**src/sadc_cfg.svh**
```systemverilog
// constants for the serial converter transfer control
// assumes a 20 MHz system clock; included by the design files
`ifndef SADC_CFG_SVH
`define SADC_CFG_SVH
`define SADC_CLK_NS          50
`define SADC_SEL_SETTLE_NS   1425
// least time rounds up to whole cycles
`define SADC_SEL_SETTLE_CYC  ((`SADC_SEL_SETTLE_NS + `SADC_CLK_NS - 1) / `SADC_CLK_NS)
`define SADC_CONV_NS         21000
// longest time rounds down
`define SADC_CONV_CYC        (`SADC_CONV_NS / `SADC_CLK_NS)
`define SADC_ADDR_BITS       4
`define SADC_RES_BITS        10
`define SADC_ACQ_START       4
`define SADC_ACQ_PERIODS     6
`define SADC_FRAME_CLKS      10
// longest select-less sequence; tail clocks up to here are swallowed
`define SADC_MAX_CLKS        16
`define SADC_TEST_MID_ADDR   4'hB
`define SADC_TEST_LOW_ADDR   4'hC
`define SADC_TEST_HIGH_ADDR  4'hD
`define SADC_TEST_MID_CODE   10'h200
`define SADC_TEST_LOW_CODE   10'h000
`define SADC_TEST_HIGH_CODE  10'h3FF
`define SADC_FULL_CODE       10'h3FF
`define SADC_ZERO_CODE       10'h000
`endif

```
**src/sadc_pkg.sv**
```systemverilog
// types for the serial converter transfer control
// assumes nothing beyond the config header
package sadc_pkg;
    typedef enum logic [1:0] {
        SADC_IDLE,
        SADC_SHIFT,
        SADC_CONV
    } sadc_state_type;
endpackage

```
**src/sadc_sync_if.sv**
```systemverilog
// carrier between the top and its pin filter
// assumes a single clock domain on both ends
`timescale 1ns/1ps
interface sadc_sync_if;
    logic sel_n;      // filtered select, active low
    logic sclk;       // synchronised transfer clock
    logic addr;       // synchronised address bit
    logic sclk_rise;  // one-cycle pulse
    logic sclk_fall;  // one-cycle pulse
    modport filt (output sel_n, sclk, addr, sclk_rise, sclk_fall);
    modport core (input  sel_n, sclk, addr, sclk_rise, sclk_fall);
endinterface

```
**src/sadc_xfer_ctrl.sv**
```systemverilog
// top of the converter transfer control: serial framing, acquisition,
// conversion timing and result shifting
// assumes host pins asynchronous to CLK_I; analog result arrives as a code
//
// Behaviour
// - select change valid after 1.425 us stable
// - ignore inputs until select has settled low
// - select high disables address and clock only after the same 1.425 us settle
// - 10 or 11-16 clocks with select; 10 or 16 clocks without select
// - result saturates at all ones or zeros
// - address and result are positive logic
// - self-test addresses give 512, 0, 1023
// - sample six transfer-clock periods before converting
// - done low after tenth fall, high when finished
`timescale 1ns/1ps
`include "sadc_cfg.svh"
module sadc_xfer_ctrl #(
    parameter int ADDR_BITS = `SADC_ADDR_BITS,
    parameter int RES_BITS  = `SADC_RES_BITS,
    parameter int CONV_CYC  = `SADC_CONV_CYC,
    parameter int SETTLE_CYC = `SADC_SEL_SETTLE_CYC
) (
    // clock and reset
    input  wire logic                CLK_I,
    input  wire logic                RST_I,
    // host serial pins
    input  wire logic                SEL_N_I,
    input  wire logic                SCLK_I,
    input  wire logic                ADDR_I,
    output logic                     DOUT_O,
    output logic                     DOUT_OE_O,
    output logic                     DONE_O,
    // analog front end
    input  wire logic [RES_BITS-1:0] CODE_I,
    input  wire logic                OVER_I,
    input  wire logic                UNDER_I,
    output logic [ADDR_BITS-1:0]     CHAN_O,
    output logic                     SAMPLE_O
);
    sadc_sync_if s();
    sadc_pin_filter #(.SETTLE_CYC(SETTLE_CYC)) u_filt (
        .clk_i   (CLK_I),
        .rst_i   (RST_I),
        .sel_n_i (SEL_N_I),
        .sclk_i  (SCLK_I),
        .addr_i  (ADDR_I),
        .s       (s)
    );

    sadc_pkg::sadc_state_type st_q, st_d;   // frame state
    logic [4:0]           nclk_q, nclk_d;   // falling edges this frame
    logic [4:0]           nrise_q, nrise_d; // rising edges this frame
    logic [ADDR_BITS-1:0] ashf_q, ashf_d;   // address shift
    logic [ADDR_BITS-1:0] chan_q, chan_d;   // channel being sampled
    logic [RES_BITS-1:0]  res_q, res_d;     // last result
    logic [RES_BITS-1:0]  oshf_q, oshf_d;   // output shift
    logic [15:0]          ccnt_q, ccnt_d;   // conversion timer
    logic                 done_q, done_d;
    logic                 samp_q, samp_d;
    logic                 dout_q, dout_d;
    logic                 oe_q, oe_d;
    logic                 sel_old_q, sel_old_d;
    logic                 active;           // control inputs honoured
    logic [RES_BITS-1:0]  conv_code;        // code seen at conversion end

    // only filtered select low opens the port; done plays no part
    assign active = ~s.sel_n;

    // result selection: self-test codes, then saturation
    always_comb begin
        if (chan_q == `SADC_TEST_MID_ADDR) begin
            conv_code = `SADC_TEST_MID_CODE;
        end else if (chan_q == `SADC_TEST_LOW_ADDR) begin
            conv_code = `SADC_TEST_LOW_CODE;
        end else if (chan_q == `SADC_TEST_HIGH_ADDR) begin
            conv_code = `SADC_TEST_HIGH_CODE;
        end else if (OVER_I) begin
            conv_code = `SADC_FULL_CODE;
        end else if (UNDER_I) begin
            conv_code = `SADC_ZERO_CODE;
        end else begin
            conv_code = CODE_I;
        end
    end

    // frame sequencer next values
    always_comb begin
        st_d      = st_q;
        nclk_d    = nclk_q;
        nrise_d   = nrise_q;
        ashf_d    = ashf_q;
        chan_d    = chan_q;
        res_d     = res_q;
        oshf_d    = oshf_q;
        ccnt_d    = ccnt_q;
        done_d    = done_q;
        samp_d    = samp_q;
        dout_d    = dout_q;
        oe_d      = active;
        sel_old_d = s.sel_n;
        // fresh select-low frame: MSB already on the pin
        if (sel_old_q && !s.sel_n && st_q != sadc_pkg::SADC_CONV) begin
            st_d    = sadc_pkg::SADC_SHIFT;
            nclk_d  = 5'h00;
            nrise_d = 5'h00;
            oshf_d  = res_q;
            dout_d  = res_q[RES_BITS-1];
        end
        case (st_q)
            sadc_pkg::SADC_IDLE: begin
                // without select, first clock after done starts a frame
                if (active && s.sclk_rise) begin
                    if (nrise_q > 5'(`SADC_FRAME_CLKS) && nrise_q < 5'(`SADC_MAX_CLKS)) begin
                        // rest of a tail that outlasted the conversion, not a new frame
                        nrise_d = nrise_q + 5'h01;
                    end else begin
                        st_d    = sadc_pkg::SADC_SHIFT;
                        nclk_d  = 5'h00;
                        nrise_d = 5'h01;
                        ashf_d  = {ashf_q[ADDR_BITS-2:0], s.addr};
                        oshf_d  = res_q;
                    end
                end
            end
            sadc_pkg::SADC_SHIFT: begin
                if (!active) begin
                    st_d = sadc_pkg::SADC_IDLE;
                end else begin
                    if (s.sclk_rise) begin
                        nrise_d = nrise_q + 5'h01;
                        if (nrise_q < 5'(ADDR_BITS)) begin
                            ashf_d = {ashf_q[ADDR_BITS-2:0], s.addr};
                        end
                    end
                    if (s.sclk_fall) begin
                        nclk_d = nclk_q + 5'h01;
                        oshf_d = {oshf_q[RES_BITS-2:0], 1'b0};
                        dout_d = oshf_q[RES_BITS-2];
                        if (nclk_q == 5'(ADDR_BITS - 1)) begin
                            chan_d = ashf_q;
                        end
                        // acquisition spans six clock periods
                        if (nclk_q == 5'(`SADC_ACQ_START - 1)) begin
                            samp_d = 1'b1;
                        end
                        if (nclk_q == 5'(`SADC_FRAME_CLKS - 1)) begin
                            samp_d = 1'b0;
                            done_d = 1'b0;
                            ccnt_d = 16'h0000;
                            st_d   = sadc_pkg::SADC_CONV;
                        end
                    end
                end
            end
            sadc_pkg::SADC_CONV: begin
                // extra clocks 11..16 are tolerated; lie with the host
                ccnt_d = ccnt_q + 16'h0001;
                // tail clocks still counted so idle can swallow the rest
                if (active && s.sclk_rise && nrise_q < 5'(`SADC_MAX_CLKS)) begin
                    nrise_d = nrise_q + 5'h01;
                end
                if (ccnt_q >= 16'(CONV_CYC - 1)) begin
                    res_d  = conv_code;
                    oshf_d = conv_code;
                    dout_d = conv_code[RES_BITS-1];
                    done_d = 1'b1;
                    st_d   = sadc_pkg::SADC_IDLE;
                end
            end
            default: begin
                st_d = sadc_pkg::SADC_IDLE;
            end
        endcase
    end

    // sequencer registers
    always_ff @(posedge CLK_I or posedge RST_I) begin
        if (RST_I) begin
            st_q      <= sadc_pkg::SADC_IDLE;
            nclk_q    <= 5'h00;
            nrise_q   <= 5'h00;
            ashf_q    <= 4'h0;
            chan_q    <= 4'h0;
            res_q     <= 10'h000;
            oshf_q    <= 10'h000;
            ccnt_q    <= 16'h0000;
            done_q    <= 1'b1;
            samp_q    <= 1'b0;
            dout_q    <= 1'b0;
            oe_q      <= 1'b0;
            sel_old_q <= 1'b1;
        end else begin
            st_q      <= st_d;
            nclk_q    <= nclk_d;
            nrise_q   <= nrise_d;
            ashf_q    <= ashf_d;
            chan_q    <= chan_d;
            res_q     <= res_d;
            oshf_q    <= oshf_d;
            ccnt_q    <= ccnt_d;
            done_q    <= done_d;
            samp_q    <= samp_d;
            dout_q    <= dout_d;
            oe_q      <= oe_d;
            sel_old_q <= sel_old_d;
        end
    end

    assign DOUT_O    = dout_q;
    assign DOUT_OE_O = oe_q;
    assign DONE_O    = done_q;
    assign CHAN_O    = chan_q;
    assign SAMPLE_O  = samp_q;
endmodule

```
**src/sadc_pin_filter.sv**
```systemverilog
// pin synchronisers, select settle filter and clock edge finder
// assumes pins asynchronous to CLK_I
`timescale 1ns/1ps
`include "sadc_cfg.svh"
module sadc_pin_filter #(
    parameter int SETTLE_CYC = `SADC_SEL_SETTLE_CYC
) (
    // clock and reset
    input  wire logic clk_i,
    input  wire logic rst_i,
    // raw pins
    input  wire logic sel_n_i,
    input  wire logic sclk_i,
    input  wire logic addr_i,
    // filtered outputs
    sadc_sync_if.filt s
);
    logic [2:0]  meta_q, meta_d;     // first stage, read only by stage two
    logic [2:0]  sync_q, sync_d;     // second stage
    logic        sclk_old_q, sclk_old_d;
    logic        sel_q, sel_d;       // accepted select level
    logic [10:0] cnt_q, cnt_d;       // stability counter

    // next values: a new select level counts only once it held steady
    always_comb begin
        meta_d     = {sel_n_i, sclk_i, addr_i};
        sync_d     = meta_q;
        sclk_old_d = sync_q[1];
        sel_d      = sel_q;
        cnt_d      = 11'h000;
        if (sync_q[2] != sel_q) begin
            // noise shorter than the window restarts the count
            if (cnt_q >= 11'(SETTLE_CYC - 1)) begin
                sel_d = sync_q[2];
            end else begin
                cnt_d = cnt_q + 11'h001;
            end
        end
    end

    // registers only
    always_ff @(posedge clk_i or posedge rst_i) begin
        if (rst_i) begin
            meta_q     <= 3'h4;
            sync_q     <= 3'h4;
            sclk_old_q <= 1'b0;
            sel_q      <= 1'b1;
            cnt_q      <= 11'h000;
        end else begin
            meta_q     <= meta_d;
            sync_q     <= sync_d;
            sclk_old_q <= sclk_old_d;
            sel_q      <= sel_d;
            cnt_q      <= cnt_d;
        end
    end

    assign s.sel_n     = sel_q;
    assign s.sclk      = sync_q[1];
    assign s.addr      = sync_q[0];
    assign s.sclk_rise = sync_q[1] & ~sclk_old_q;
    assign s.sclk_fall = ~sync_q[1] & sclk_old_q;
endmodule

```
**config.mk**
```make
export PLATFORM = sky130hd
export DESIGN_NAME = sadc_xfer_ctrl
export DESIGN_NICKNAME = d
export VERILOG_FILES = /design/src/sadc_pkg.sv /design/src/sadc_sync_if.sv /design/src/sadc_xfer_ctrl.sv /design/src/sadc_pin_filter.sv
export VERILOG_INCLUDE_DIRS = /design/src /design/src/src
export SDC_FILE = /design/constraint.sdc
export NUM_CORES = 1
export LEC_CHECK = 0
export ABC_AREA = 1
export BUFFER_PORTS_ARGS = -buffer_cell sky130_fd_sc_hd__buf_2
export CAP_MARGIN = 20
export CORE_ASPECT_RATIO = 1.75
export CORE_UTILIZATION = 25
export DETAILED_ROUTE_END_ITERATION = 12
export GPL_TIMING_DRIVEN = 0
export HOLD_SLACK_MARGIN = 0.08
export PLACE_DENSITY = 0.43
export SLEW_MARGIN = 20
export SYNTH_ARGS = -nofsm -noshare
export SYNTH_HDL_FRONTEND = slang
export SYNTH_SLANG_ARGS = --single-unit
```
**constraint.sdc**
```tcl
create_clock -name CLK_I -period 3.15 [get_ports CLK_I]
set_clock_uncertainty 0.2 [all_clocks]
set_input_delay 0.315 -clock CLK_I [delete_from_list [all_inputs] [get_ports CLK_I]]
set_output_delay 0.315 -clock CLK_I [all_outputs]
set_load 0.03 [all_outputs]
```
==> results of run 1 <==
area by class of cell:
type | count | area (um2) | area share, %
Buffer | 13 | 63.8 | 1.23
Clock buffer | 10 | 229 | 4.40
Clock inverter | 6 | 71.3 | 1.37
Inverter | 76 | 289 | 5.56
Multi-Input combinational cell | 438 | 2100 | 40.4
Sequential cell | 79 | 1980 | 38.1
Tap cell | 231 | 289 | 5.56
Timing Repair Buffer | 28 | 175 | 3.37
power by group:
| group | leakage, nW | total [mW] | internal, mW | switching (mW) |
|---|---|---|---|---|
| sequential | 0.981 | 1.22 | 1.14 | 0.0841 |
| clock | 0.139 | 1.07 | 0.619 | 0.455 |
| combinational | 1.44 | 0.715 | 0.230 | 0.485 |
per-layer routing:
metal	wire length [um]	track usage [%]
met1	4750	14.8
met2	6720	27.6
met3	306	2.40
met4	522	8.33
met5	0	0
stage by stage:
step / power (mW) / instances / worst slack, ns
after global placement: 1.95 / 860 / -0.596
after floorplan: 1.75 / 606 / 0.620
after detailed placement: 1.96 / 861 / 0.628
after CTS: 3.06 / 881 / 0.600
after global routing: 3.20 / 881 / 0.410
final: 3.01 / 881 / 0.551
registers in the layout (all words and copies together), names as in the netlist, 4 cells and up:
register      cells
ashf_q            4
u_filt.cnt_q     11
nclk_q            5
res_q            10
ccnt_q           16
CHAN_O            4
nrise_q           5
oshf_q            9
logic make-up after synthesis:
kind of cell	synth area share, %
flip-flops	44.9
buffers and inverters	7.93
XOR/XNOR	1.19
AND/OR/NAND/NOR	32.0
AO/OA/AOI/OAI	10.8
other	0.0849
adder cells (fa/ha/maj)	3.12
critical path, delay by kind of cell, from the launching register on:
| kind | cells | cell delay [ns] |
|---|---|---|
| flip-flops | 1 | 0.40 |
| adder cells (fa/ha/maj) | 1 | 0.18 |
| AND/OR/NAND/NOR | 4 | 0.57 |
| buffers and inverters | 3 | 1.18 |
synth_stat cells (all sizes together):
master,n
a31oi,1
inv,73
nand3b,1
xor2,5
o21ai,57
buf,6
conb,1
a21boi,2
nor2,51
a21oi,25
dfrtp,74
o22ai,4
clkbuf,7
nor3,5
nand3,55
clkinv,3
xnor2,1
and3,2
or2,3
o21a,1
nand4,15
nor4,1
nor3b,1
dfstp,5
nand2,191
ha,11
cell usage in the layout, fill, tap and decap left out, types with 2 or more instances in the layout:
cell type | Yosys | routed
clkbuf_1 | 7 | 8
nor2_1 | 48 | 48
inv_2 | 6 | 6
inv_1 | 67 | 66
conb_1 | 1 | 6
clkinv_1 | 2 | 2
nand4_1 | 14 | 14
clkinvlp_4 | 0 | 2
ha_1 | 11 | 11
dfrtp_1 | 74 | 74
dlygate4sd3_1 | 0 | 4
nor2_4 | 2 | 2
o22ai_1 | 4 | 4
and3_1 | 2 | 2
a21oi_1 | 25 | 25
nand2_2 | 4 | 4
nand2_1 | 187 | 187
xor2_1 | 5 | 5
o21ai_0 | 37 | 37
or2_2 | 3 | 3
clkbuf_16 | 0 | 9
clkinv_4 | 0 | 3
nor3_1 | 4 | 4
o21ai_2 | 2 | 2
o21ai_1 | 18 | 18
nand3_1 | 53 | 53
dfstp_2 | 5 | 5
buf_2 | 3 | 26
nand3_2 | 2 | 2
worst max path at each step:
stage	slack, ns	cells past startpoint	startpoint	endpoint
6_report	0.55	8	st_q[0]	oshf_q[5]
5_1_grt	0.41	8	st_q[0]	oshf_q[5]
4_1_cts	0.60	8	st_q[0]	oshf_q[5]
3_5_place_dp	0.63	8	st_q[0]	oshf_q[5]
3_3_place_gp	-0.60	2	RST_I	res_q[1]
2_1_floorplan	0.62	1	RST_I	CHAN_O[0]
what timing repair did:
| item | CTS | global route |
|---|---|---|
| hold buffers | 4 | 0 |
| endpoints found under the hold margin | 42 | 0 |
| resized for setup | 0 | 0 |
==> results.sh, run 1 <==
export IMPL_status="finished clean"
export IMPL_timing_final_setup_violations=0
export IMPL_iter_0_drt_violations=188
export IMPL_clock_tree_buffer_depth=2
export IMPL_min_to="u_filt.sync_q[0]"
export IMPL_cts_buffers_inserted=9
export IMPL_grt_util_all_layers_pct=14.7
export IMPL_die_footprint_um2=18200
export IMPL_num_io_pins=25
export IMPL_worstHoldPathCells=0
export IMPL_synth_sequential_area_ratio_pct=44.9
export IMPL_hold_viol=0
export IMPL_required_ns=3.24
export IMPL_timing_fmax_mhz=385
export IMPL_timing_final_max_slew_violations=0
export IMPL_crit_path_max_fanout=10
export IMPL_post_synth_top_area_fraction_pct=41.9
export IMPL_ys_seq_elements=79
export IMPL_final_core_util_pct=29.9
export IMPL_synth_top_cell_by_area="dfrtp_1"
export IMPL_clock_tree_root_cell="clkbuf_16"
export IMPL_count_of_vias_placed_by_the_detailed_router=4013
export IMPL_placed_instance_area_um2=4860
export IMPL_first_global_vias=4146
export IMPL_cts_tree="done"
export IMPL_synth_distinct_cells=40
export IMPL_timing_max_slew_rel_slack_pct=53.4
export IMPL_die_height_um=178
export IMPL_drc=0
export IMPL_hpwlAfterDp_mm=8.93
export IMPL_crit_path_cell_trace="inv_1 > ha_1 > clkbuf_1 > clkbuf_1 > nand3_1 > nand2_1 > nand2_1 > nand2_1"
export IMPL_grt_pass1_wl_mm=20.0
export IMPL_unrepaired_setup_endpoints_after_global_routing="no"
export IMPL_crit_path_frequent_cell="nand2_1"
export IMPL_drtPass1Iterations=5
export IMPL_placement_io_buffers=23
export IMPL_power_ir_vdd_worst_v=0.000276
export IMPL_final_area_um2=5200
export IMPL_routed_length_per_instance_um=14.0
export IMPL_grt_antenna_before_repair=0
export IMPL_insertedDiodeCount=0
export IMPL_die_x_um=102
export IMPL_ys_warn_count=0
export IMPL_tritoncts_num_sinks=79
export IMPL_synthesis_area_um2=4420
export IMPL_fillers=1933
export IMPL_power_leakage_nw=2.56
export IMPL_cp_slowest_stage_delay_ns=0.60
export IMPL_p_per_area_nw_per_um2=579
export IMPL_crit_reg2reg_capture="oshf_q[5]"
export IMPL_final_min_period_over_clock_period_pct=82.5
export IMPL_grt_overflow=0
export IMPL_layout_nets=673
export IMPL_max_cap_violations=0
export IMPL_drive_gt1_share_pct=11.4
export IMPL_clock_insertion_delay_worst_skew_ns=0.35
export IMPL_cells_after_synthesis=601
export IMPL_critical_path_arrival_ns=2.68
export IMPL_cts_max_level=3
export IMPL_worst_r2r_cell_count=8
export IMPL_worstMarginPinSlew_ns=0.699
export IMPL_detail_route_vias_per_cell=4.56
export IMPL_crit_reg2reg_launch="st_q[0]"
export IMPL_worst_path_max_delay_cell="clkbuf_1"
export IMPL_largest_net_degree_at_the_start_of_global_routing=45
export IMPL_holdWs_ns=0.157
export IMPL_initial_utilization_pct=25.4
export IMPL_std_cell_rows=64
export IMPL_cell_types_occupying_the_most_area_after_synthesis="dfrtp_1 42%, nand2_1 16%, nand3_1 6.0%"
export IMPL_clk_pin_slew_worst_paths_ns=0.07
export IMPL_reg2reg_setup_slack_ns=0.55
export IMPL_timing_hold_worst_class="register to register"
export IMPL_worst_setup_path_end_kind="register"
export IMPL_coreArea_um2=17400
export IMPL_finalWeightedCongestion=0.837
export IMPL_cts_setup_buffers=0
export IMPL_worstHoldStart="u_filt.meta_q[0]"
export IMPL_setup_total_negative_slack_ns=0
export IMPL_drt_wl_total_mm=12.3
export IMPL_synthToLayoutAreaGrowth_pct=17.8
export IMPL_antenna_violating_nets_left=0
export IMPL_timing_worst_setup_path_type="register to register"
export IMPL_post_layout_min_period_ns=2.60
export IMPL_worstSetupStartpointType="register"
export IMPL_synth_area_per_cell_um2=7.35
No activity file was read; power rests on OpenSTA's default activity.
==> run 2, diff against run 1 <==
- PLACE_DENSITY: 0.43 -> 0.45
- clock period: 3.15 -> 2.1 ns (I/O delays scaled with it)
==> run 2 against run 1 <==
Clock-buffer cell count is the same. Maximum frequency increased by 28%. Critical endpoint is now ashf_q[1]. Die area did not move. Global-route usage is 0.11 points lower.
==> results.sh, run 2 (same netlist as run 1, synthesis figures left out) <==
export IMPL_detail_route_vias_per_cell=4.53
export IMPL_clock_insertion_delay_worst_skew_ns=0.34
export IMPL_grt_util_all_layers_pct=14.6
export IMPL_placedCellCount=862
export IMPL_layout_top_registers="ccnt_q x16, u_filt.cnt_q x11, res_q x10"
export IMPL_timing_max_slew_rel_slack_pct=61.5
export IMPL_largest_net_degree_at_the_start_of_global_routing=35
export IMPL_drt_wl_total_mm=12.0
export IMPL_count_of_vias_placed_by_the_detailed_router=3998
export IMPL_cts_max_level=3
export IMPL_worstHoldPathCells=0
export IMPL_power_leakage_nw=2.58
export IMPL_placement_io_buffers=23
export IMPL_finalWeightedCongestion=0.863
export IMPL_first_global_vias=3994
export IMPL_clock_power_share_pct=33.9
export IMPL_initial_utilization_pct=25.4
export IMPL_die_x_um=102
export IMPL_worst_setup_path_end_kind="register"
export IMPL_die_footprint_um2=18200
export IMPL_unrepaired_setup_endpoints_after_global_routing="yes"
export IMPL_post_layout_min_period_ns=2.03
export IMPL_cts_setup_buffers=0
export IMPL_p_per_area_nw_per_um2=854
export IMPL_drive_gt1_share_pct=14.0
export IMPL_grt_overflow=0
export IMPL_final_min_period_over_clock_period_pct=96.7
export IMPL_power_ir_vdd_worst_v=0.000368
export IMPL_sequential_cell_fraction_of_total_power_pct=40.9
export IMPL_top_register="ccnt_q"
export IMPL_worstSetupStartpointType="register"
export IMPL_worstMarginPinSlew_ns=0.573
export IMPL_std_cell_rows=64
export IMPL_layout_nets=674
export IMPL_timing_worst_setup_path_type="register to register"
export IMPL_post_layout_nonfiller_instances=882
export IMPL_synthToLayoutAreaGrowth_pct=19.5
export IMPL_max_cap_violations=0
export IMPL_timing_fmax_mhz=493
export IMPL_antenna_violating_nets_left=0
export IMPL_clock_tree_buffer_depth=2
export IMPL_drc=0
export IMPL_tritoncts_num_sinks=79
export IMPL_clk_pin_slew_worst_paths_ns=0.06
export IMPL_drtPass1Iterations=5
export IMPL_timing_final_setup_violations=0
export IMPL_die_height_um=178
export IMPL_insertedDiodeCount=0
export IMPL_required_ns=2.13
export IMPL_crit_path_max_fanout=6
export IMPL_clock_tree_root_cell="clkbuf_16"
export IMPL_power_internal_mw=2.94
export IMPL_timing_hold_worst_class="register to register"
export IMPL_switching_power_mw=1.57
export IMPL_final_core_util_pct=30.4
export IMPL_hpwlAfterDp_mm=9.24
export IMPL_worst_r2r_cell_count=10
export IMPL_grt_antenna_before_repair=0
export IMPL_status="finished clean"
export IMPL_final_common_cell="nand2_1"
export IMPL_num_io_pins=25
export IMPL_combinational_cell_fraction_of_total_power_pct=25.3
export IMPL_largest_register_ff_count=16
export IMPL_iter_0_drt_violations=181
export IMPL_coreArea_um2=17400
export IMPL_cts_tree="done"
export IMPL_critical_path_arrival_ns=2.06
export IMPL_cts_buffers_inserted=9
export IMPL_hold_viol=0
export IMPL_power_switching_share_pct=34.8
export IMPL_grt_pass1_wl_mm=19.8
export IMPL_timing_final_max_slew_violations=0
export IMPL_holdWs_ns=0.152
export IMPL_final_cell_mix="183 x nand2_1, 73 x dfrtp_1, 66 x inv_1"
export IMPL_routed_length_per_instance_um=13.6
==> run 2: metrics by stage <==
step | total power, mW | setup TNS (ns) | worst slack (ns) | area, um2
final | 4.51 | 0 | 0.0703 | 5280
after global routing | 4.79 | -0.0918 | -0.0260 | 5280
after CTS | 4.52 | 0 | 0.00532 | 5220
after detailed placement | 2.95 | -2.99 | -0.319 | 4880
after global placement | 2.91 | -2.80 | -0.309 | 4840
after floorplan | 2.62 | 0 | 0.339 | 4440
==> run 2: final cells by class <==
class | count | area, um2
Timing Repair Buffer | 29 | 195
Tap cell | 231 | 289
Multi-Input combinational cell | 438 | 2150
Sequential cell | 79 | 1980
Inverter | 76 | 294
Clock inverter | 6 | 50.0
Clock buffer | 10 | 239
Fill cell | 1888 | 12100
Buffer | 13 | 76.3
==> run 2: path summary, 6_finish.rpt <==
path | from | end | slack, ns
min in group asynchronous | RST_I | u_filt.meta_q[0] | 0.22
max | st_q[1] | ashf_q[1] | 0.07
max reg2reg | st_q[1] | ashf_q[1] | 0.07
min reg2reg | u_filt.meta_q[1] | u_filt.sync_q[1] | 0.15
min | u_filt.meta_q[1] | u_filt.sync_q[1] | 0.15
max in group asynchronous | RST_I | u_filt.s.sel_n | 0.90
==> run 2: metal layers <==
metal	track usage (%)	vias up	share of wire [%]
met5	0	-	0
met4	6.79	0	3.3
met3	2.24	21	2.9
met2	28.1	76	56
met1	14.7	1887	38
li1	-	2014	-
==> run 2: critical path: stages (launching register included) <==
cell and delay [ns]:
dfrtp_1 0.40, inv_1 0.11, ha_2 0.27, inv_2 0.10, nor2_4 0.15, inv_2 0.09, o21ai_2 0.07, a21boi_4 0.28
nand2_2 0.12, nand2_1 0.07, o21ai_1 0.05
==> run 2: power by group through the flow <==
stage          logic (mW)  registers [mW]  clock network, mW
2_1_floorplan       0.768            1.85                  0
3_3_place_gp         1.05            1.86                  0
3_5_place_dp         1.08            1.87                  0
4_1_cts              1.10            1.84               1.58
5_1_grt              1.28            1.86               1.64
6_report             1.14            1.84               1.53
==> run 2: what timing repair did <==
item,4_1_cts,5_1_grt
hold endpoints to repair,77,0
setup endpoints to repair,30,28
pin swaps,0,2
gates resized for setup,5,24
hold buffers,4,0
==> run 3, diff against run 2 <==
- MAX_ROUTING_LAYER: default -> met4
==> run 3 against run 2 <==
Combinational power about the same. Die area unchanged. Sequential cell count unchanged. Final cell count unchanged. Clock power about the same.
==> results.sh, run 3 (same netlist as run 1, synthesis figures left out) <==
export IMPL_status="finished clean"
export IMPL_largest_net_degree_at_the_start_of_global_routing=35
export IMPL_final_common_cell="nand2_1"
export IMPL_timing_final_max_slew_violations=0
export IMPL_layout_top_registers="ccnt_q x16, u_filt.cnt_q x11, res_q x10"
export IMPL_top_register="ccnt_q"
export IMPL_worst_path_max_delay_cell="dfrtp_1"
export IMPL_cts_tree="done"
export IMPL_grt_pass1_wl_mm=19.8
export IMPL_std_cell_rows=64
export IMPL_antenna_violating_nets_left=0
export IMPL_worstHoldStart="u_filt.meta_q[1]"
export IMPL_drc=0
export IMPL_reg2reg_setup_slack_ns=0.07
export IMPL_final_cell_mix="183 x nand2_1, 73 x dfrtp_1, 66 x inv_1"
export IMPL_placement_io_buffers=23
export IMPL_clk_pin_slew_worst_paths_ns=0.06
export IMPL_finalWeightedCongestion=0.877
export IMPL_max_cap_violations=0
export IMPL_count_of_vias_placed_by_the_detailed_router=4003
export IMPL_cts_max_level=3
export IMPL_detail_route_vias_per_cell=4.54
export IMPL_p_per_area_nw_per_um2=855
export IMPL_cts_setup_buffers=0
export IMPL_timing_fmax_mhz=493
export IMPL_holdWs_ns=0.152
export IMPL_startpoint="st_q[1]"
export IMPL_cp_slowest_stage_delay_ns=0.40
export IMPL_timing_final_setup_violations=0
export IMPL_tritoncts_num_sinks=79
export IMPL_num_io_pins=25
export IMPL_timing_max_slew_rel_slack_pct=61.3
export IMPL_first_global_vias=3993
export IMPL_critical_path_arrival_ns=2.06
export IMPL_iter_0_drt_violations=172
export IMPL_grt_antenna_before_repair=0
export IMPL_clock_insertion_delay_worst_skew_ns=0.34
export IMPL_die_height_um=178
export IMPL_grt_util_all_layers_pct=15.0
export IMPL_worst_slack_at_placement_ns=-0.319
export IMPL_clock_tree_root_cell="clkbuf_16"
export IMPL_synthToLayoutAreaGrowth_pct=19.5
export IMPL_crit_path_max_fanout=6
export IMPL_timing_worst_setup_path_type="register to register"
export IMPL_worst_setup_path_end_kind="register"
export IMPL_post_layout_min_period_ns=2.03
export IMPL_final_min_period_over_clock_period_pct=96.6
export IMPL_power_ir_vdd_worst_v=0.000367
export IMPL_worstSetupStartpointType="register"
export IMPL_hpwlAfterDp_mm=9.24
export IMPL_insertedDiodeCount=0
export IMPL_die_footprint_um2=18200
export IMPL_crit_path_frequent_cell="inv_2"
export IMPL_coreArea_um2=17400
export IMPL_worstMarginPinSlew_ns=0.576
export IMPL_grt_overflow=0
export IMPL_hold_viol=0
export IMPL_largest_register_ff_count=16
export IMPL_initial_utilization_pct=25.4
export IMPL_cts_buffers_inserted=9
export IMPL_timing_hold_worst_class="register to register"
export IMPL_routed_length_per_instance_um=13.7
export IMPL_final_core_util_pct=30.4
export IMPL_crit_path_cell_trace="inv_1 > ha_2 > inv_2 > nor2_4 > inv_2 > o21ai_2 > a21boi_4 > nand2_2 > nand2_1 > o21ai_1"
export IMPL_die_x_um=102
export IMPL_final_area_um2=5280
export IMPL_drtPass1Iterations=4
export IMPL_fin_ws_ns=0.0708
export IMPL_drt_wl_total_mm=12.0
export IMPL_unrepaired_setup_endpoints_after_global_routing="yes"
export IMPL_crit_reg2reg_launch="st_q[1]"
export IMPL_placed_instance_area_um2=4880
export IMPL_drive_gt1_share_pct=14.0
export IMPL_layout_nets=674
export IMPL_post_layout_nonfiller_instances=882
export IMPL_required_ns=2.13
export IMPL_clock_tree_buffer_depth=2
export IMPL_power_leakage_nw=2.58
export IMPL_placedCellCount=862
==> run 3: cell counts in the layout (fill, tap and decap cells not counted) <==
No cell type changed its count.
==> run 3: stage by stage <==
step	TNS, ns	total power [mW]
floorplan	0	2.62
global placement	-2.80	2.91
detailed placement	-2.99	2.95
CTS	0	4.52
global route	-0.0977	4.79
finish	0	4.51
==> run 3: final timing paths <==
kind | end | cells after the start
worst max-delay path | ashf_q[1] | 10
worst min-delay path | u_filt.sync_q[1] | 0
worst max register to register | ashf_q[1] | 10
worst min register to register | u_filt.sync_q[1] | 0
max in group asynchronous | u_filt.s.sel_n | 4
min in group asynchronous | u_filt.meta_q[0] | 3
==> run 3: area by class of cell <==
cell class | instances | area, um2
Tap cell | 231 | 289
Sequential cell | 79 | 1980
Timing Repair Buffer | 29 | 195
Fill cell | 1888 | 12100
Buffer | 13 | 76.3
Multi-Input combinational cell | 438 | 2150
Clock buffer | 10 | 239
Inverter | 76 | 294
Clock inverter | 6 | 50.0
==> run 3: per-layer routing <==
metal  wire length (um)  global-route usage [%]  vias to the layer above
li1                   -                       -                     2015
met1               4530                    14.7                     1889
met2               6740                    28.1                       78
met3                376                    2.24                       21
met4                400                    6.79                        0
met5                  0                       -                        -
==> run 3: power by group <==
group	total (mW)	internal, mW	switching, mW
logic	1.14	0.379	0.759
registers	1.84	1.71	0.130
clock network	1.53	0.848	0.682
total	4.51	2.94	1.57
==> run 3: timing repair <==
item,4_1_cts,5_1_grt
endpoints found under the hold margin,77,0
gates resized for setup,5,24
endpoints found under the setup margin,30,28
pin swaps,0,2
hold buffers,4,0
==> run 3: critical path, delay by kind of cell, from the launching register on <==
family | cells | cell delay [ns]
DFF | 1 | 0.40
AOI/OAI and AO/OA | 3 | 0.40
and+or+nand+nor | 3 | 0.34
buffers and inverters | 3 | 0.30
adders and majority gates | 1 | 0.27
